File: config.mk
export PLATFORM = sky130hd
export DESIGN_NAME = mitd_core
export DESIGN_NICKNAME = d
export VERILOG_FILES = /design/src/verilog/mitd_pkg.sv /design/src/verilog/mitd_core.sv
export SDC_FILE = /design/constraint.sdc
export NUM_CORES = 1
export LEC_CHECK = 0
export ABC_AREA = 1
export BUFFER_PORTS_ARGS = -buffer_cell sky130_fd_sc_hd__buf_2
export CAP_MARGIN = 20
export CORE_MARGIN = 2
export CORE_UTILIZATION = 40
export CTS_CLUSTER_DIAMETER = 80
export CTS_CLUSTER_SIZE = 24
export DETAILED_ROUTE_END_ITERATION = 6
export SETUP_SLACK_MARGIN = 0.5
export SLEW_MARGIN = 15
export SYNTH_ARGS = -nofsm -noshare
export SYNTH_HDL_FRONTEND = slang
export SYNTH_SLANG_ARGS = --single-unit
File: constraint.sdc
create_clock -name clk -period 8.2 [get_ports clk]
set_clock_uncertainty 0.2 [all_clocks]
set_input_delay 0.41 -clock clk [delete_from_list [all_inputs] [get_ports clk]]
set_output_delay 0.41 -clock clk [all_outputs]
set_load 0.02 [all_outputs]
File: src/verilog/mitd_pkg.sv
package mitd_pkg;
    // operand and word widths of the core
    localparam int DATA_W = 8;
    localparam int BIT_W = 3;
    localparam int PC_W = 13;
    localparam int STACK_DEPTH = 16;
    localparam int TBL_W = 16;
    // data memory location that aliases the low byte of the program counter
    localparam logic [7:0] PCL_ADDR = 8'h02;
    // four system clocks make one instruction cycle
    localparam int CLKS_PER_CYCLE = 4;
    localparam logic [1:0] PH_FETCH = 2'h3;
    localparam logic [1:0] PH_EXEC = 2'h2;
    localparam logic [1:0] PH_FIRST = 2'h0;
    // instruction cycles beyond the first
    localparam logic [1:0] XTRA_NONE = 2'h0;
    localparam logic [1:0] XTRA_ONE = 2'h1;
    localparam logic [7:0] BYTE_ZERO = 8'h00;
    localparam logic [7:0] BYTE_ONES = 8'hff;
    localparam logic [7:0] BYTE_ONE = 8'h01;

    typedef enum logic [5:0] {
        OP_NOP, OP_ROTATE_RIGHT, OP_ROTATE_RIGHT_TO_ACC, OP_ROTATE_RIGHT_CARRY,
        OP_ROTATE_RIGHT_CARRY_TO_ACC, OP_ROTATE_LEFT, OP_ROTATE_LEFT_TO_ACC,
        OP_ROTATE_LEFT_CARRY, OP_ROTATE_LEFT_CARRY_TO_ACC, OP_MOVE_MEM_TO_ACC,
        OP_MOVE_ACC_TO_MEM, OP_MOVE_IMM_TO_ACC, OP_BIT_CLEAR, OP_BIT_SET,
        OP_JUMP_ABSOLUTE, OP_SKIP_IF_ZERO, OP_SKIP_ZERO_MOVE_ACC, OP_SKIP_BIT_ZERO,
        OP_SKIP_BIT_NONZERO, OP_INCREMENT_SKIP_ZERO, OP_DECREMENT_SKIP_ZERO,
        OP_INCREMENT_SKIP_ZERO_ACC, OP_DECREMENT_SKIP_ZERO_ACC, OP_CALL,
        OP_RETURN, OP_RETURN_LOAD_ACC, OP_RETURN_FROM_INTERRUPT,
        OP_TABLE_READ_CURRENT_PAGE, OP_TABLE_READ_LAST_PAGE, OP_BYTE_CLEAR,
        OP_BYTE_SET, OP_WATCHDOG_CLEAR, OP_WATCHDOG_PRECLEAR_FIRST,
        OP_WATCHDOG_PRECLEAR_SECOND, OP_NIBBLE_EXCHANGE, OP_NIBBLE_EXCHANGE_TO_ACC,
        OP_HALT
    } mitd_op_t;

    typedef enum {MITD_RUN, MITD_SLEEP} mitd_fsm_t;
endpackage

File: src/verilog/mitd_core.sv
// Operation
// RULE1 - right rotates: plain keep flags, carry forms update carry, acc forms spare memory
// RULE2 - left rotates: plain keep flags, carry forms update carry, acc forms spare memory
// RULE3 - moves take one cycle, no flags; memory form gains a cycle on pc low
// RULE4 - bit clear/set forces selected bit 0..7 of a byte, flags untouched
// RULE5 - jump loads program counter, two cycles, no flags
// RULE6 - test-and-skip on zero byte or selected bit state; move form copies to acc
// RULE7 - increment/decrement-skip on zero result; memory form may pay both penalties
// RULE8 - call, return, return-with-immediate and interrupt return take two cycles
// RULE9 - table read from current or last page, low to memory, high to table byte
// RULE10 - no-op one cycle; byte clear/set write all zeros or all ones
// RULE11 - single watchdog clear resets watchdog, clears timeout and powerdown flags
// RULE12 - pre-clear pair clears watchdog and flags only when both were executed
// RULE13 - nibble swap exchanges halves, result to memory or accumulator
// RULE14 - halt enters power-down in one cycle, updating timeout and powerdown flags
// RULE15 - a write to program counter low adds one cycle of four clocks
// RULE16 - a taken skip adds one cycle; otherwise base count unchanged
// RULE17 - accumulator and operands are eight bits, bit index three bits
`timescale 1ns/1ps
module mitd_core #(
    parameter int PC_W = mitd_pkg::PC_W,
    parameter int STACK_DEPTH = mitd_pkg::STACK_DEPTH
) (
    input wire logic clk,
    input wire logic reset,
    input wire mitd_pkg::mitd_op_t instr_op,
    input wire logic [mitd_pkg::BIT_W-1:0] instr_bit,
    input wire logic [PC_W-1:0] instr_operand,
    input wire logic [mitd_pkg::DATA_W-1:0] mem_rdata,
    input wire logic [mitd_pkg::TBL_W-1:0] tbl_data,
    input wire logic wdt_timeout,
    input wire logic wake,
    output logic [PC_W-1:0] pc,
    output logic fetch,
    output logic [mitd_pkg::DATA_W-1:0] mem_addr,
    output logic [mitd_pkg::DATA_W-1:0] mem_wdata,
    output logic mem_we,
    output logic [PC_W-1:0] tbl_addr,
    output logic [mitd_pkg::DATA_W-1:0] table_high_byte,
    output logic [mitd_pkg::DATA_W-1:0] acc,
    output logic carry,
    output logic timeout_flag,
    output logic powerdown_flag,
    output logic wdt_clear,
    output logic halted,
    output logic int_enable
);
    localparam int SP_W = $clog2(STACK_DEPTH);
    localparam int DW = mitd_pkg::DATA_W;

    typedef struct packed {
        mitd_pkg::mitd_fsm_t fsm;
        logic [1:0] phase;
        logic [1:0] cyc_left;
        logic first;
        logic skip_taken;
        logic go_sleep;
        logic sleeping;
        mitd_pkg::mitd_op_t op;
        logic [mitd_pkg::BIT_W-1:0] bitsel;
        logic [PC_W-1:0] operand;
        logic [PC_W-1:0] pc;
        logic fetch;
        logic [DW-1:0] mem_addr;
        logic [DW-1:0] mem_wdata;
        logic mem_we;
        logic [PC_W-1:0] tbl_addr;
        logic [DW-1:0] tbl_high;
        logic [DW-1:0] acc;
        logic carry;
        logic timeout;
        logic powerdown;
        logic wdt_clear;
        logic pend_first;
        logic pend_second;
        logic int_en;
        logic [SP_W-1:0] sp;
        logic [STACK_DEPTH-1:0][PC_W-1:0] stack;
    } mitd_state_t;

    mitd_state_t s_q;
    mitd_state_t s_d;

    // datapath and sequencer; execution happens in phase 2 of an instruction's first cycle
    always_comb begin
        logic [DW-1:0] d;
        logic [DW-1:0] res;
        logic wr_mem;
        logic wr_acc;
        logic skip;
        logic [1:0] extra;
        logic [PC_W-1:0] pc_next;
        d = mem_rdata;
        res = d;
        wr_mem = 1'b0;
        wr_acc = 1'b0;
        skip = 1'b0;
        extra = mitd_pkg::XTRA_NONE;
        pc_next = s_q.pc + PC_W'(1);
        s_d = s_q;
        s_d.fetch = 1'b0;
        s_d.mem_we = 1'b0;
        s_d.wdt_clear = 1'b0;
        unique case (s_q.fsm)
            mitd_pkg::MITD_RUN: begin
                s_d.phase = s_q.phase + 2'(1);
                if (s_q.phase == mitd_pkg::PH_EXEC && s_q.first) begin
                    unique case (s_q.op)
                        mitd_pkg::OP_NOP: ; // RULE10
                        mitd_pkg::OP_ROTATE_RIGHT, mitd_pkg::OP_ROTATE_RIGHT_TO_ACC: begin
                            res = {d[0], d[DW-1:1]}; // RULE1
                            wr_mem = (s_q.op == mitd_pkg::OP_ROTATE_RIGHT);
                            wr_acc = !wr_mem;
                        end
                        mitd_pkg::OP_ROTATE_RIGHT_CARRY, mitd_pkg::OP_ROTATE_RIGHT_CARRY_TO_ACC: begin
                            res = {s_q.carry, d[DW-1:1]}; // RULE1
                            s_d.carry = d[0];
                            wr_mem = (s_q.op == mitd_pkg::OP_ROTATE_RIGHT_CARRY);
                            wr_acc = !wr_mem;
                        end
                        mitd_pkg::OP_ROTATE_LEFT, mitd_pkg::OP_ROTATE_LEFT_TO_ACC: begin
                            res = {d[DW-2:0], d[DW-1]}; // RULE2
                            wr_mem = (s_q.op == mitd_pkg::OP_ROTATE_LEFT);
                            wr_acc = !wr_mem;
                        end
                        mitd_pkg::OP_ROTATE_LEFT_CARRY, mitd_pkg::OP_ROTATE_LEFT_CARRY_TO_ACC: begin
                            res = {d[DW-2:0], s_q.carry}; // RULE2
                            s_d.carry = d[DW-1];
                            wr_mem = (s_q.op == mitd_pkg::OP_ROTATE_LEFT_CARRY);
                            wr_acc = !wr_mem;
                        end
                        mitd_pkg::OP_MOVE_MEM_TO_ACC: wr_acc = 1'b1; // RULE3
                        mitd_pkg::OP_MOVE_IMM_TO_ACC: begin
                            res = s_q.operand[DW-1:0]; // RULE3
                            wr_acc = 1'b1;
                        end
                        mitd_pkg::OP_MOVE_ACC_TO_MEM: begin
                            res = s_q.acc; // RULE3
                            wr_mem = 1'b1;
                        end
                        mitd_pkg::OP_BIT_CLEAR, mitd_pkg::OP_BIT_SET: begin
                            res[s_q.bitsel] = (s_q.op == mitd_pkg::OP_BIT_SET); // RULE4 RULE17
                            wr_mem = 1'b1;
                        end
                        mitd_pkg::OP_JUMP_ABSOLUTE: begin
                            pc_next = s_q.operand; // RULE5
                            extra = mitd_pkg::XTRA_ONE;
                        end
                        mitd_pkg::OP_SKIP_IF_ZERO: skip = (d == mitd_pkg::BYTE_ZERO); // RULE6
                        mitd_pkg::OP_SKIP_ZERO_MOVE_ACC: begin
                            skip = (d == mitd_pkg::BYTE_ZERO); // RULE6
                            wr_acc = 1'b1;
                        end
                        mitd_pkg::OP_SKIP_BIT_ZERO: skip = !d[s_q.bitsel]; // RULE6
                        mitd_pkg::OP_SKIP_BIT_NONZERO: skip = d[s_q.bitsel]; // RULE6
                        mitd_pkg::OP_INCREMENT_SKIP_ZERO, mitd_pkg::OP_INCREMENT_SKIP_ZERO_ACC,
                        mitd_pkg::OP_DECREMENT_SKIP_ZERO, mitd_pkg::OP_DECREMENT_SKIP_ZERO_ACC: begin
                            if (s_q.op == mitd_pkg::OP_INCREMENT_SKIP_ZERO
                                || s_q.op == mitd_pkg::OP_INCREMENT_SKIP_ZERO_ACC) begin
                                res = d + mitd_pkg::BYTE_ONE; // RULE7
                            end else begin
                                res = d - mitd_pkg::BYTE_ONE;
                            end
                            skip = (res == mitd_pkg::BYTE_ZERO);
                            wr_mem = (s_q.op == mitd_pkg::OP_INCREMENT_SKIP_ZERO
                                || s_q.op == mitd_pkg::OP_DECREMENT_SKIP_ZERO);
                            wr_acc = !wr_mem;
                        end
                        mitd_pkg::OP_CALL: begin
                            s_d.stack[s_q.sp] = s_q.pc + PC_W'(1); // RULE8
                            s_d.sp = s_q.sp + SP_W'(1);
                            pc_next = s_q.operand;
                            extra = mitd_pkg::XTRA_ONE;
                        end
                        mitd_pkg::OP_RETURN, mitd_pkg::OP_RETURN_LOAD_ACC,
                        mitd_pkg::OP_RETURN_FROM_INTERRUPT: begin
                            s_d.sp = s_q.sp - SP_W'(1); // RULE8
                            pc_next = s_q.stack[s_d.sp];
                            extra = mitd_pkg::XTRA_ONE;
                            res = s_q.operand[DW-1:0];
                            wr_acc = (s_q.op == mitd_pkg::OP_RETURN_LOAD_ACC);
                            if (s_q.op == mitd_pkg::OP_RETURN_FROM_INTERRUPT) begin
                                s_d.int_en = 1'b1;
                            end
                        end
                        mitd_pkg::OP_TABLE_READ_CURRENT_PAGE, mitd_pkg::OP_TABLE_READ_LAST_PAGE: begin
                            res = tbl_data[DW-1:0]; // RULE9
                            s_d.tbl_high = tbl_data[mitd_pkg::TBL_W-1:DW];
                            wr_mem = 1'b1;
                            extra = mitd_pkg::XTRA_ONE;
                        end
                        mitd_pkg::OP_BYTE_CLEAR, mitd_pkg::OP_BYTE_SET: begin
                            res = (s_q.op == mitd_pkg::OP_BYTE_SET) ? mitd_pkg::BYTE_ONES
                                : mitd_pkg::BYTE_ZERO; // RULE10
                            wr_mem = 1'b1;
                        end
                        mitd_pkg::OP_WATCHDOG_CLEAR: begin
                            s_d.wdt_clear = 1'b1; // RULE11
                            s_d.timeout = 1'b0;
                            s_d.powerdown = 1'b0;
                        end
                        mitd_pkg::OP_WATCHDOG_PRECLEAR_FIRST, mitd_pkg::OP_WATCHDOG_PRECLEAR_SECOND: begin
                            // the partner's pending mark decides; a repeat of the same half only re-marks
                            if ((s_q.op == mitd_pkg::OP_WATCHDOG_PRECLEAR_FIRST) ? s_q.pend_second
                                : s_q.pend_first) begin
                                s_d.wdt_clear = 1'b1; // RULE12
                                s_d.timeout = 1'b0;
                                s_d.powerdown = 1'b0;
                                s_d.pend_first = 1'b0;
                                s_d.pend_second = 1'b0;
                            end else if (s_q.op == mitd_pkg::OP_WATCHDOG_PRECLEAR_FIRST) begin
                                s_d.pend_first = 1'b1;
                            end else begin
                                s_d.pend_second = 1'b1;
                            end
                        end
                        mitd_pkg::OP_NIBBLE_EXCHANGE, mitd_pkg::OP_NIBBLE_EXCHANGE_TO_ACC: begin
                            res = {d[DW/2-1:0], d[DW-1:DW/2]}; // RULE13
                            wr_mem = (s_q.op == mitd_pkg::OP_NIBBLE_EXCHANGE);
                            wr_acc = !wr_mem;
                        end
                        mitd_pkg::OP_HALT: begin
                            s_d.go_sleep = 1'b1; // RULE14
                            s_d.wdt_clear = 1'b1;
                            s_d.timeout = 1'b0;
                            s_d.powerdown = 1'b1;
                        end
                        default: ;
                    endcase
                    if (skip) begin
                        pc_next = s_q.pc + PC_W'(2); // RULE16
                        extra = extra + mitd_pkg::XTRA_ONE;
                    end
                    // a low-byte load keeps the page of the current instruction
                    if (wr_mem && s_q.mem_addr == mitd_pkg::PCL_ADDR) begin
                        pc_next = {s_q.pc[PC_W-1:DW], res}; // RULE15
                        extra = extra + mitd_pkg::XTRA_ONE;
                    end
                    if (wr_acc) begin
                        s_d.acc = res;
                    end
                    s_d.mem_wdata = res;
                    s_d.mem_we = wr_mem;
                    s_d.skip_taken = skip;
                    s_d.cyc_left = extra;
                    s_d.pc = pc_next;
                end
                if (s_q.phase == mitd_pkg::PH_FETCH) begin
                    s_d.first = 1'b0;
                    if (s_q.cyc_left != mitd_pkg::XTRA_NONE) begin
                        s_d.cyc_left = s_q.cyc_left - 2'(1); // RULE15 RULE16
                    end else if (s_q.go_sleep) begin
                        s_d.fsm = mitd_pkg::MITD_SLEEP; // RULE14
                        s_d.go_sleep = 1'b0;
                        s_d.sleeping = 1'b1;
                        s_d.phase = mitd_pkg::PH_FETCH;
                    end else begin
                        // latch the word that program memory shows for the updated counter
                        s_d.fetch = 1'b1;
                        s_d.first = 1'b1;
                        s_d.skip_taken = 1'b0;
                        s_d.op = instr_op;
                        s_d.bitsel = instr_bit;
                        s_d.operand = instr_operand;
                        s_d.mem_addr = instr_operand[DW-1:0];
                        s_d.tbl_addr = (instr_op == mitd_pkg::OP_TABLE_READ_LAST_PAGE)
                            ? {{(PC_W-DW){1'b1}}, s_q.acc}
                            : {s_q.pc[PC_W-1:DW], s_q.acc}; // RULE9
                    end
                end
            end
            // halt ends only on wake; the phase is already parked at fetch
            mitd_pkg::MITD_SLEEP: begin
                if (wake) begin
                    s_d.fsm = mitd_pkg::MITD_RUN;
                    s_d.sleeping = 1'b0;
                end
            end
        endcase
        // a timeout in the same cycle as a clear still lands
        if (wdt_timeout) begin
            s_d.timeout = 1'b1;
        end
    end

    // one register for the whole state; starting at the fetch phase takes address 0 first
    always_ff @(posedge clk or posedge reset) begin
        if (reset) begin
            s_q <= '0;
            s_q.fsm <= mitd_pkg::MITD_RUN;
            s_q.phase <= mitd_pkg::PH_FETCH;
            s_q.op <= mitd_pkg::OP_NOP;
        end else begin
            s_q <= s_d;
        end
    end

    // outputs are plain copies of state bits, so nothing downstream sees decode glitches
    assign pc = s_q.pc;
    assign fetch = s_q.fetch;
    assign mem_addr = s_q.mem_addr;
    assign mem_wdata = s_q.mem_wdata;
    assign mem_we = s_q.mem_we;
    assign tbl_addr = s_q.tbl_addr;
    assign table_high_byte = s_q.tbl_high;
    assign acc = s_q.acc;
    assign carry = s_q.carry;
    assign timeout_flag = s_q.timeout;
    assign powerdown_flag = s_q.powerdown;
    assign wdt_clear = s_q.wdt_clear;
    assign halted = s_q.sleeping;
    assign int_enable = s_q.int_en;
endmodule

==> results of run 1 <==
worst min path at each step:
stage,startpoint,to,slack (ps),depth (start not counted)
after floorplan,s_q[287],s_q[287],240,2
after global placement,int_enable,int_enable,250,1
after detailed placement,int_enable,int_enable,250,1
after CTS,reset,acc[0],10,3
after global routing,reset,tbl_addr[0],40,3
final,reset,acc[0],-90,3
metrics by stage:
step           utilization, %  cells
2_1_floorplan               -   2162
3_3_place_gp             41.8   2653
3_5_place_dp             41.8   2653
4_1_cts                  44.1   2715
5_1_grt                  44.1   2715
6_report                 44.1   2716
state kept, by name, indices dropped and copies added (netlist names):
signal,flops
acc,8
int_enable,1
powerdown_flag,1
pc,13
carry,1
table_high_byte,8
mem_wdata,8
s_q,243
wdt_clear,1
tbl_addr,13
mem_we,1
fetch,1
timeout_flag,1
Yosys cell counts, types with 2 or more instances:
cell and n:
nand2_1 740, dfrtp_1 298, o21ai_0 275, nand3_1 206, inv_1 136, nor2_1 101, clkbuf_1 83, buf_4 61
a21oi_1 55, xor2_1 21, ha_1 17, nand4_1 16, o21ai_1 14, buf_2 13, nor2_2 13, o211ai_1 13
inv_2 12, mux2i_1 8, nor3_1 8, a22oi_1 7, a31oi_1 7, buf_1 6, nand2_2 6, o22ai_1 6
nor2_4 5, nand3_2 4, buf_6 3, a21o_1 2, clkinv_1 2, dfstp_2 2, inv_4 2, nand2_4 2
nand3b_1 2, nor4_1 2, o21a_1 2, or2_2 2, xnor2_1 2
kinds of logic after synthesis:
logic type	count (synthesis)	share of synthesized area [%]
compound gates	385	12.5
xor+xnor	23	1.25
fa+ha+maj	18	1.44
buf+inv	318	9.09
flops	300	46.5
mux	8	0.496
simple gates	1110	28.7
routing by layer:
layer / global-route usage, % / wire length (um) / part of all wire (%) / up-vias
li1: - / - / - / 6963
met1: 37.3 / 23800 / 48 / 6966
met2: 35.2 / 21300 / 43 / 507
met3: 3.36 / 3470 / 7.0 / 58
met4: 5.14 / 944 / 1.9 / 0
met5: 0 / 0 / 0 / -
power breakdown:
part	switching [mW]	internal, mW	total [mW]
clock network	0.555	0.479	1.03
logic	1.88	0.706	2.59
registers	0.283	1.71	1.99
critical path, stage by stage, from the launching register on:
cell and delay (ps):
dfrtp_2 890, clkinv_2 490, ha_2 480, clkinv_1 710, buf_4 540, nor2_1 130, o21ai_0 80, nand2_1 100
nand2_1 60, nand3_1 140, nand2_1 90, nand2_1 60, nor2_1 40, nor2_1 110, nand2_1 60, nand2_1 60
nand2_1 50, nand2_1 50
area by class of cell:
class / instances / area (um^2) / area share [%]
Clock inverter: 9 / 124 / 0.705
Timing Repair Buffer: 164 / 1040 / 5.90
Clock buffer: 21 / 483 / 2.75
Tap cell: 525 / 657 / 3.74
Inverter: 152 / 581 / 3.30
Sequential cell: 300 / 7510 / 42.7
Antenna cell: 1 / 2.50 / 0.0142
Multi-Input combinational cell: 1544 / 7180 / 40.9
what timing repair did:
| action | CTS | global route |
|---|---|---|
| setup endpoints to repair | 0 | 0 |
| endpoints found under the hold margin | 32 | 0 |
| hold buffers | 32 | 0 |
==> impl_metrics.env, run 1 <==
export IMPL_status="finished, violations left"
export IMPL_violations="negative hold slack"
export IMPL_dp_slack_ps=3770
export IMPL_power_leakage_nw=8.44
export IMPL_cts_setup_buffers=0
export IMPL_synthTopCellsByArea="dfrtp_1 (46%), nand2_1 (17%), o21ai_0 (8.5%), nand3_1 (6.4%), inv_1 (3.2%)"
export IMPL_syn_area_um2=16100
export IMPL_reg2reg_slack_ps=3810
export IMPL_drv_cap=0
export IMPL_clk_latency_ps=540
export IMPL_avgSynthCellArea_um2=7.47
export IMPL_wl_um=49500
export IMPL_grt_pass1_wl_um=79100
export IMPL_crit_end="pc[0]"
export IMPL_fin_hold_ws_ps=-89.9
export IMPL_grt_pass1_vias=13900
export IMPL_remaining_drc_errors=0
export IMPL_avgRoutedWirePerCell_um=18.2
export IMPL_grt_setup_unrepaired="no"
export IMPL_crit_path_max_fanout=42
export IMPL_gp_congestion=0.955
export IMPL_layout_setup_ws_ps=3810
export IMPL_reg2reg_from="s_q[208]"
export IMPL_rr_worst_depth=17
export IMPL_fp_dieW_um=205
export IMPL_fin_crit_ps=4390
export IMPL_max_clock_freq_ghz=0.228
export IMPL_hold_viol_final=56
export IMPL_ctsResizeCount=0
export IMPL_rr_endpoint="pc[0]"
export IMPL_die_area_um2=42000
export IMPL_fp_row_count=73
export IMPL_yosysTopAreaCellShare_pct=46.2
export IMPL_port_buffers=115
export IMPL_p_total_mw=5.61
export IMPL_async_reset_ff_share_pct=100
export IMPL_path_clk_slew_ps=100
export IMPL_yosysTopAreaCell="dfrtp_1"
export IMPL_syn_to_final_growth_pct=8.88
export IMPL_power_density_nw_per_um2=319
export IMPL_critPathKind="reg -> reg"
export IMPL_drv_slew=0
export IMPL_htree_levels=1
export IMPL_track_usage_pct=24.0
export IMPL_initial_core_util_pct=40.5
export IMPL_antenna_found_initial=0
export IMPL_layout_commonest_cell="nand2_1"
export IMPL_final_cell_mix="nand2_1 (740), dfrtp_1 (297), o21ai_0 (275)"
export IMPL_fin_area_um2=17600
export IMPL_clkSinkCount=300
export IMPL_nFillCells=4109
export IMPL_slew_headroom_pct=31.3
export IMPL_ys_types=45
export IMPL_crit_arrival_ps=4670
export IMPL_yosysWarnings=0
export IMPL_yosys_most_used_dff="dfrtp_1"
export IMPL_drive_above_1_share_pct=9.82
export IMPL_core_area_um2=39800
export IMPL_synthCells=2162
export IMPL_syn_num_nets=2230
export IMPL_grt_overflow=0
export IMPL_cts_inserted_buffers=19
export IMPL_crit_path_end_kind="flip-flop"
export IMPL_nets=2249
export IMPL_cts_tree="yes"
export IMPL_grt_max_degree=171
export IMPL_fin_setup_tns_ps=0
export IMPL_placed_area_um2=16600
export IMPL_vias=14500
export IMPL_drt_initial_drc_count=1603
export IMPL_first_pass_iters=6
export IMPL_ant_nets=0
export IMPL_critPathLaunch="s_q[208]"
export IMPL_die_h_um=205
export IMPL_via_per_inst=5.34
export IMPL_post_dp_hpwl_um=33700
export IMPL_setup_viol=0
export IMPL_hp_class="in -> async"
export IMPL_irDropWorstVdd_mv=0.193
export IMPL_cts_path_max_buffers=3
export IMPL_crit_required_ps=8480
export IMPL_fin_crit_sh_pct=53.6
export IMPL_worstMarginPinSlew_ps=1030
export IMPL_ys_ff_latch=300
export IMPL_yosysSeqAreaShare_pct=46.5
export IMPL_ioPinCount=116
export IMPL_synth_edf_count=0
export IMPL_cts_root_buf="clkbuf_16"
export IMPL_start_kind="flip-flop"
(Power assumes the default switching activity.)
==> inputs of run 2 (changes only) <==
clock period = 3.5 ns   (was 8.2 ns; I/O delays follow)
==> run 2 against run 1 <==
Effect of this change:
- the flow now finishes without violations
- global-route usage rose by 0.60 points
- fmax rose by 48%
- setup slack got worse by 3300 ps
- final cell count rose by 2.8%
- clock-buffer cell count rose by 4
==> impl_metrics.env, run 2 (synthesis gave the netlist of run 1 again) <==
export IMPL_start_kind="flip-flop"
export IMPL_fin_hold_ws_ps=27.4
export IMPL_dp_slack_ps=104
export IMPL_largest_reg_flops=243
export IMPL_initial_core_util_pct=40.5
export IMPL_crit_required_ps=3790
export IMPL_drv_slew=0
export IMPL_drt_initial_drc_count=1595
export IMPL_fin_setup_tns_ps=0
export IMPL_antenna_found_initial=0
export IMPL_final_util_pct=46.7
export IMPL_critPathKind="reg -> reg"
export IMPL_fp_dieW_um=205
export IMPL_cts_path_max_buffers=3
export IMPL_wl_met2_um=22700
export IMPL_core_area_um2=39800
export IMPL_status="finished clean"
export IMPL_grt_setup_unrepaired="yes"
export IMPL_first_pass_iters=6
export IMPL_grt_pass1_wl_um=80300
export IMPL_ant_nets=0
export IMPL_wl_met3_um=3440
export IMPL_gp_congestion=0.920
export IMPL_nets=2318
export IMPL_path_clk_slew_ps=100
export IMPL_track_usage_pct=24.6
export IMPL_worstMarginPinSlew_ps=869
export IMPL_p_sw_mw=6.77
export IMPL_crit_arrival_ps=3250
export IMPL_remaining_drc_errors=0
export IMPL_irDropWorstVdd_mv=0.511
export IMPL_fin_crit_sh_pct=84.7
export IMPL_crit_path_end_kind="flip-flop"
export IMPL_syn_to_final_growth_pct=15.1
export IMPL_power_density_nw_per_um2=764
export IMPL_wl_um=51400
export IMPL_vias=14800
export IMPL_power_leakage_nw=8.89
export IMPL_p_clk_share_pct=20.8
export IMPL_fin_area_um2=18600
export IMPL_max_clock_freq_ghz=0.337
export IMPL_drv_cap=0
export IMPL_top_register="s_q"
export IMPL_cts_root_buf="clkbuf_16"
export IMPL_p_int_mw=7.44
export IMPL_hp_class="in -> reg"
export IMPL_multi_input_area_um2=7380
export IMPL_grt_max_degree=113
export IMPL_grt_overflow=0
export IMPL_die_area_um2=42000
export IMPL_clkSinkCount=300
export IMPL_fp_row_count=73
export IMPL_fin_crit_ps=2960
export IMPL_placedCellCount=2689
export IMPL_hold_viol_final=0
export IMPL_layout_setup_ws_ps=537
export IMPL_swShare_pct=47.7
export IMPL_fin_cells=2792
export IMPL_post_dp_hpwl_um=34900
export IMPL_seqCellArea_um2=7520
export IMPL_cts_tree="yes"
export IMPL_layout_commonest_cell="nand2_1"
export IMPL_ioPinCount=116
export IMPL_maxUsedRoutingLayer="met4"
export IMPL_avgRoutedWirePerCell_um=18.4
export IMPL_drive_above_1_share_pct=13.4
export IMPL_grt_pass1_vias=13900
export IMPL_via_per_inst=5.30
export IMPL_setup_viol=0
export IMPL_die_h_um=205
export IMPL_p_seq_share_pct=32.7
export IMPL_htree_levels=1
export IMPL_final_cell_mix="nand2_1 (731), dfrtp_1 (293), o21ai_0 (275)"
export IMPL_placed_area_um2=17000
export IMPL_cts_inserted_buffers=22
export IMPL_p_comb_share_pct=46.5
export IMPL_clk_latency_ps=570
export IMPL_crit_path_max_fanout=8
export IMPL_wl_met1_um=24100
export IMPL_port_buffers=115
export IMPL_nFillCells=4081
export IMPL_p_total_mw=14.2
export IMPL_slew_headroom_pct=41.9
run 2: final cells by class:
type / instances / area share [%]
Sequential cell: 300 / 40.4
Timing Repair Buffer: 230 / 8.75
Multi-Input combinational cell: 1544 / 39.7
Inverter: 152 / 3.14
Antenna cell: 1 / 0.0135
Tap cell: 525 / 3.53
Clock inverter: 15 / 1.24
Clock buffer: 25 / 3.19
run 2: metal layers:
layer | global-route usage (%) | vias up
li1 | - | 7121
met1 | 36.8 | 7114
met2 | 37.7 | 503
met3 | 3.13 | 59
met4 | 6.01 | 0
met5 | 0 | -
run 2: power groups by stage:
stage	registers, mW	logic, mW	clock network (mW)
CTS	4.62	6.46	3.02
detailed placement	4.69	6.26	0
floorplan	4.42	4.59	0
global placement	4.67	6.24	0
finish	4.64	6.61	2.95
global route	4.70	7.29	3.14
run 2: worst max-delay path, stage by stage, from the launching register on:
cell and delay [ps]:
dfrtp_2 420, inv_2 70, nor2_4 100, nand2_2 80, nand2_4 100, nand2_8 110
fa_2 420, xor2_2 170, nor2_2 140, nand3_4 90, nor2_4 120, nand3_2 100
nand2_4 110, ha_4 210, nand3_1 80, nand3b_1 90, o21bai_1 150, inv_1 50
nand2_1 50
run 2: repair_timing:
action | CTS | global route
cloned | 0 | 0
hold buffers | 45 | 0
pin swaps | 5 | 16
setup endpoints to repair | 15 | 19
hold endpoints to repair | 68 | 0
gates resized for setup | 16 | 24
buffers inserted | 10 | 7
run 2: final timing paths:
path                       slack [ps]   startpoint      endpoint  depth (start not counted)
setup / recovery                  540     s_q[297]      s_q[305]                         18
hold / removal                     30  tbl_data[3]  mem_wdata[3]                          9
setup reg to reg                  540     s_q[297]      s_q[305]                         18
hold reg to reg                   270   int_enable    int_enable                          1
max in group asynchronous        2200        reset       s_q[36]                          4
min in group asynchronous          60        reset  mem_wdata[0]                          3
==> inputs of run 3 (changes only) <==
ABC_AREA = 0   (was 1)
clock period = 2.58 ns   (was 3.5 ns; I/O delays follow)
==> run 3 against run 2 <==
Effect of this change:
- the run now ends with negative setup slack left
- core utilization is 10 points higher
- non-clock buffer count is 226 higher
- critical path depth is 4 lower
- worst hold slack better by 27 ps
- flip-flop and latch count stayed put
- synthesized cell count is 29% lower
- highest routed layer is now met5
==> impl_metrics.env, run 3 <==
export IMPL_status="finished, violations left"
export IMPL_violations="negative setup slack"
export IMPL_ant_nets=0
export IMPL_track_usage_pct=25.3
export IMPL_synth_common_cells="dfrtp_1 (298), nand2_1 (227), o21ai_0 (180)"
export IMPL_grt_pass1_wl_um=80200
export IMPL_vias=13500
export IMPL_p_seq_share_pct=30.9
export IMPL_cp_top_family="compound AO/OA/AOI/OAI gates"
export IMPL_worst_path_largest_cell_delay_ps=540
export IMPL_grtUsageMet3_pct=3.81
export IMPL_start_kind="flip-flop"
export IMPL_syn_num_nets=1595
export IMPL_drt_initial_drc_count=1241
export IMPL_hp_class="in -> reg"
export IMPL_avgSynthCellArea_um2=10.3
export IMPL_layout_commonest_cell="dfrtp_1"
export IMPL_syn_area_um2=15700
export IMPL_crit_arrival_ps=3750
export IMPL_ioPinCount=116
export IMPL_cpMaxStageDelayCell="or4_4"
export IMPL_p_comb_share_pct=53.6
export IMPL_ys_ff_latch=300
export IMPL_core_area_um2=38600
export IMPL_rr_endpoint="s_q[305]"
export IMPL_top_register="s_q"
export IMPL_fin_crit_ps=3520
export IMPL_crit_end="s_q[305]"
export IMPL_irDropWorstVdd_mv=0.527
export IMPL_dp_slack_ps=-976
export IMPL_nFillCells=3131
export IMPL_crit_required_ps=2810
export IMPL_yosys_most_used_dff="dfrtp_1"
export IMPL_path_clk_slew_ps=100
export IMPL_rr_worst_depth=14
export IMPL_yosysTopAreaCellShare_pct=47.6
export IMPL_via_per_inst=5.69
export IMPL_cp_num_cells=14
export IMPL_reg2reg_slack_ps=-940
export IMPL_n_antenna_cell=0
export IMPL_max_clock_freq_ghz=0.284
export IMPL_p_clk_share_pct=15.6
export IMPL_drv_slew=0
export IMPL_final_cell_mix="dfrtp_1 (294), buf_4 (186), nand2_1 (168)"
export IMPL_cpMostUsedCell="ha_4"
export IMPL_die_area_um2=40800
export IMPL_p_int_mw=11.6
export IMPL_crit_path_max_fanout=7
export IMPL_worst_path_buf_inv=2
export IMPL_layout_setup_ws_ps=-941
export IMPL_grt_use_met1_pct=34.6
export IMPL_swShare_pct=42.1
export IMPL_critPathKind="reg -> reg"
export IMPL_grt_pass1_vias=13300
export IMPL_p_total_mw=20.0
export IMPL_fin_crit_sh_pct=136
export IMPL_cts_tree="yes"
export IMPL_post_dp_hpwl_um=32900
export IMPL_placedCellCount=2208
export IMPL_hold_viol_final=0
export IMPL_drive_above_1_share_pct=44.3
export IMPL_nets=1905
export IMPL_cts_root_buf="clkbuf_16"
export IMPL_async_reset_ff_share_pct=100
export IMPL_clk_latency_ps=540
export IMPL_grt_setup_unrepaired="yes"
export IMPL_grt_max_degree=84
export IMPL_grt_busiest_layer="met2"
export IMPL_syn_to_final_growth_pct=40.2
export IMPL_reg2reg_from="s_q[297]"
export IMPL_yosysWarnings=0
export IMPL_synthTopCellsByArea="dfrtp_1 (48%), mux4_2 (7.9%), o21ai_0 (5.7%), nand2_1 (5.4%), mux2_2 (4.5%)"
export IMPL_fin_hold_ws_ps=54.1
export IMPL_first_pass_iters=6
export IMPL_ys_types=83
export IMPL_yosysSeqAreaShare_pct=47.9
export IMPL_synth_most_common_cell="dfrtp_1"
export IMPL_remaining_drc_errors=0
export IMPL_crit_path_cell_trace="nor2b_4 -> o2111ai_4 -> buf_12 -> ha_4 -> a211oi_4 -> or2_1 -> o311ai_4 -> or4_4 -> o21a_4 -> inv_4 -> ha_4 -> a21boi_1 -> o22ai_1 -> nand2_1"
export IMPL_yosysTopAreaCell="dfrtp_1"
export IMPL_wl_um=53200
export IMPL_power_leakage_nw=9.74
export IMPL_initial_core_util_pct=40.6
export IMPL_worstHoldPathCells=4
export IMPL_grt_overflow=0
export IMPL_antenna_found_initial=1
export IMPL_gp_congestion=0.913
export IMPL_setup_viol=135
export IMPL_critPathLaunch="s_q[297]"
export IMPL_worstMarginPinSlew_ps=677
export IMPL_port_buffers=115
export IMPL_p_sw_mw=8.42
export IMPL_fin_cells=2363
export IMPL_htree_levels=1
export IMPL_die_h_um=202
export IMPL_power_density_nw_per_um2=910
export IMPL_drv_cap=0
export IMPL_slew_headroom_pct=54.8
export IMPL_largest_reg_flops=243
export IMPL_cts_inserted_buffers=18
export IMPL_avgRoutedWirePerCell_um=22.5
export IMPL_clkSinkCount=300
export IMPL_final_util_pct=56.8
export IMPL_cts_path_max_buffers=3
export IMPL_crit_path_end_kind="flip-flop"
export IMPL_fp_row_count=72
export IMPL_synth_edf_count=0
export IMPL_use_met2_pct=41.8
export IMPL_synthCells=1527
export IMPL_fp_dieW_um=202
-- run 3: cell count changes in the layout (fill, tap and decap cells not counted), moves of 89 or more --
cell     previous run  this run
buf_4              63       186
o21ai_1            14       103
o21ai_0           275        41
inv_1             133        32
nand3_1           205        15
nand2_1           731       168
-- run 3: through the flow --
step	cell area, um^2	TNS [ps]
finish	22000	-19900
global route	22000	-31220
CTS	21400	-14590
detailed placement	18500	-17270
global placement	18500	-16040
floorplan	16700	-532790
-- run 3: what timing repair did --
item                                    4_1_cts  5_1_grt
endpoints found under the setup margin      278      289
gates resized for setup                     241      105
pin swaps                                    59       20
endpoints found under the hold margin       230        0
setup buffers                                49       16
hold buffers                                 40        0
cloned                                       19        3
-- run 3: per-layer routing --
layer  vias up  routed length, um
li1       6063                  -
met1      6811              22500
met2       480              26000
met3       100               3090
met4         2               1570
met5         -                 13
-- run 3: layout make-up --
cell class	count	area [um^2]	share of cell area, %
clock buffer	21	462	2.10
clock inverter	7	92.6	0.421
inverter	36	144	0.655
multi-input combinational	1025	8590	39.1
sequential	300	7520	34.2
tap	518	648	2.95
timing repair buffer	456	4520	20.6
-- run 3: logic make-up after synthesis --
| family | after synthesis | synth area share, % |
|---|---|---|
| simple gates | 447 | 12.9 |
| compound gates | 375 | 14.7 |
| flops | 300 | 47.9 |
| buf+inv | 202 | 6.50 |
| mux | 158 | 15.0 |
| xor+xnor | 26 | 1.45 |
| fa+ha+maj | 19 | 1.55 |
-- run 3: worst min-delay path by stage --
stage / end / from
after floorplan: s_q[309] / wake
after global placement: s_q[88] / reset
after detailed placement: s_q[88] / reset
after CTS: pc[7] / tbl_data[7]
after global routing: mem_wdata[5] / mem_rdata[5]
final: mem_wdata[7] / mem_rdata[7]
-- run 3: worst min-delay path, cell delays in order --
cell      delay (ps)
buf_2            180
inv_1            120
a21boi_1         170
mux2_2           160
-- run 3: power by group through the flow --
stage                     logic (mW)  clock network, mW  registers (mW)
after floorplan                 6.54                  0            5.93
after global placement          9.55                  0            6.19
after detailed placement        9.65                  0            6.23
after CTS                       10.4               3.17            6.16
after global routing            11.4               3.33            6.25
final                           10.7               3.11            6.17
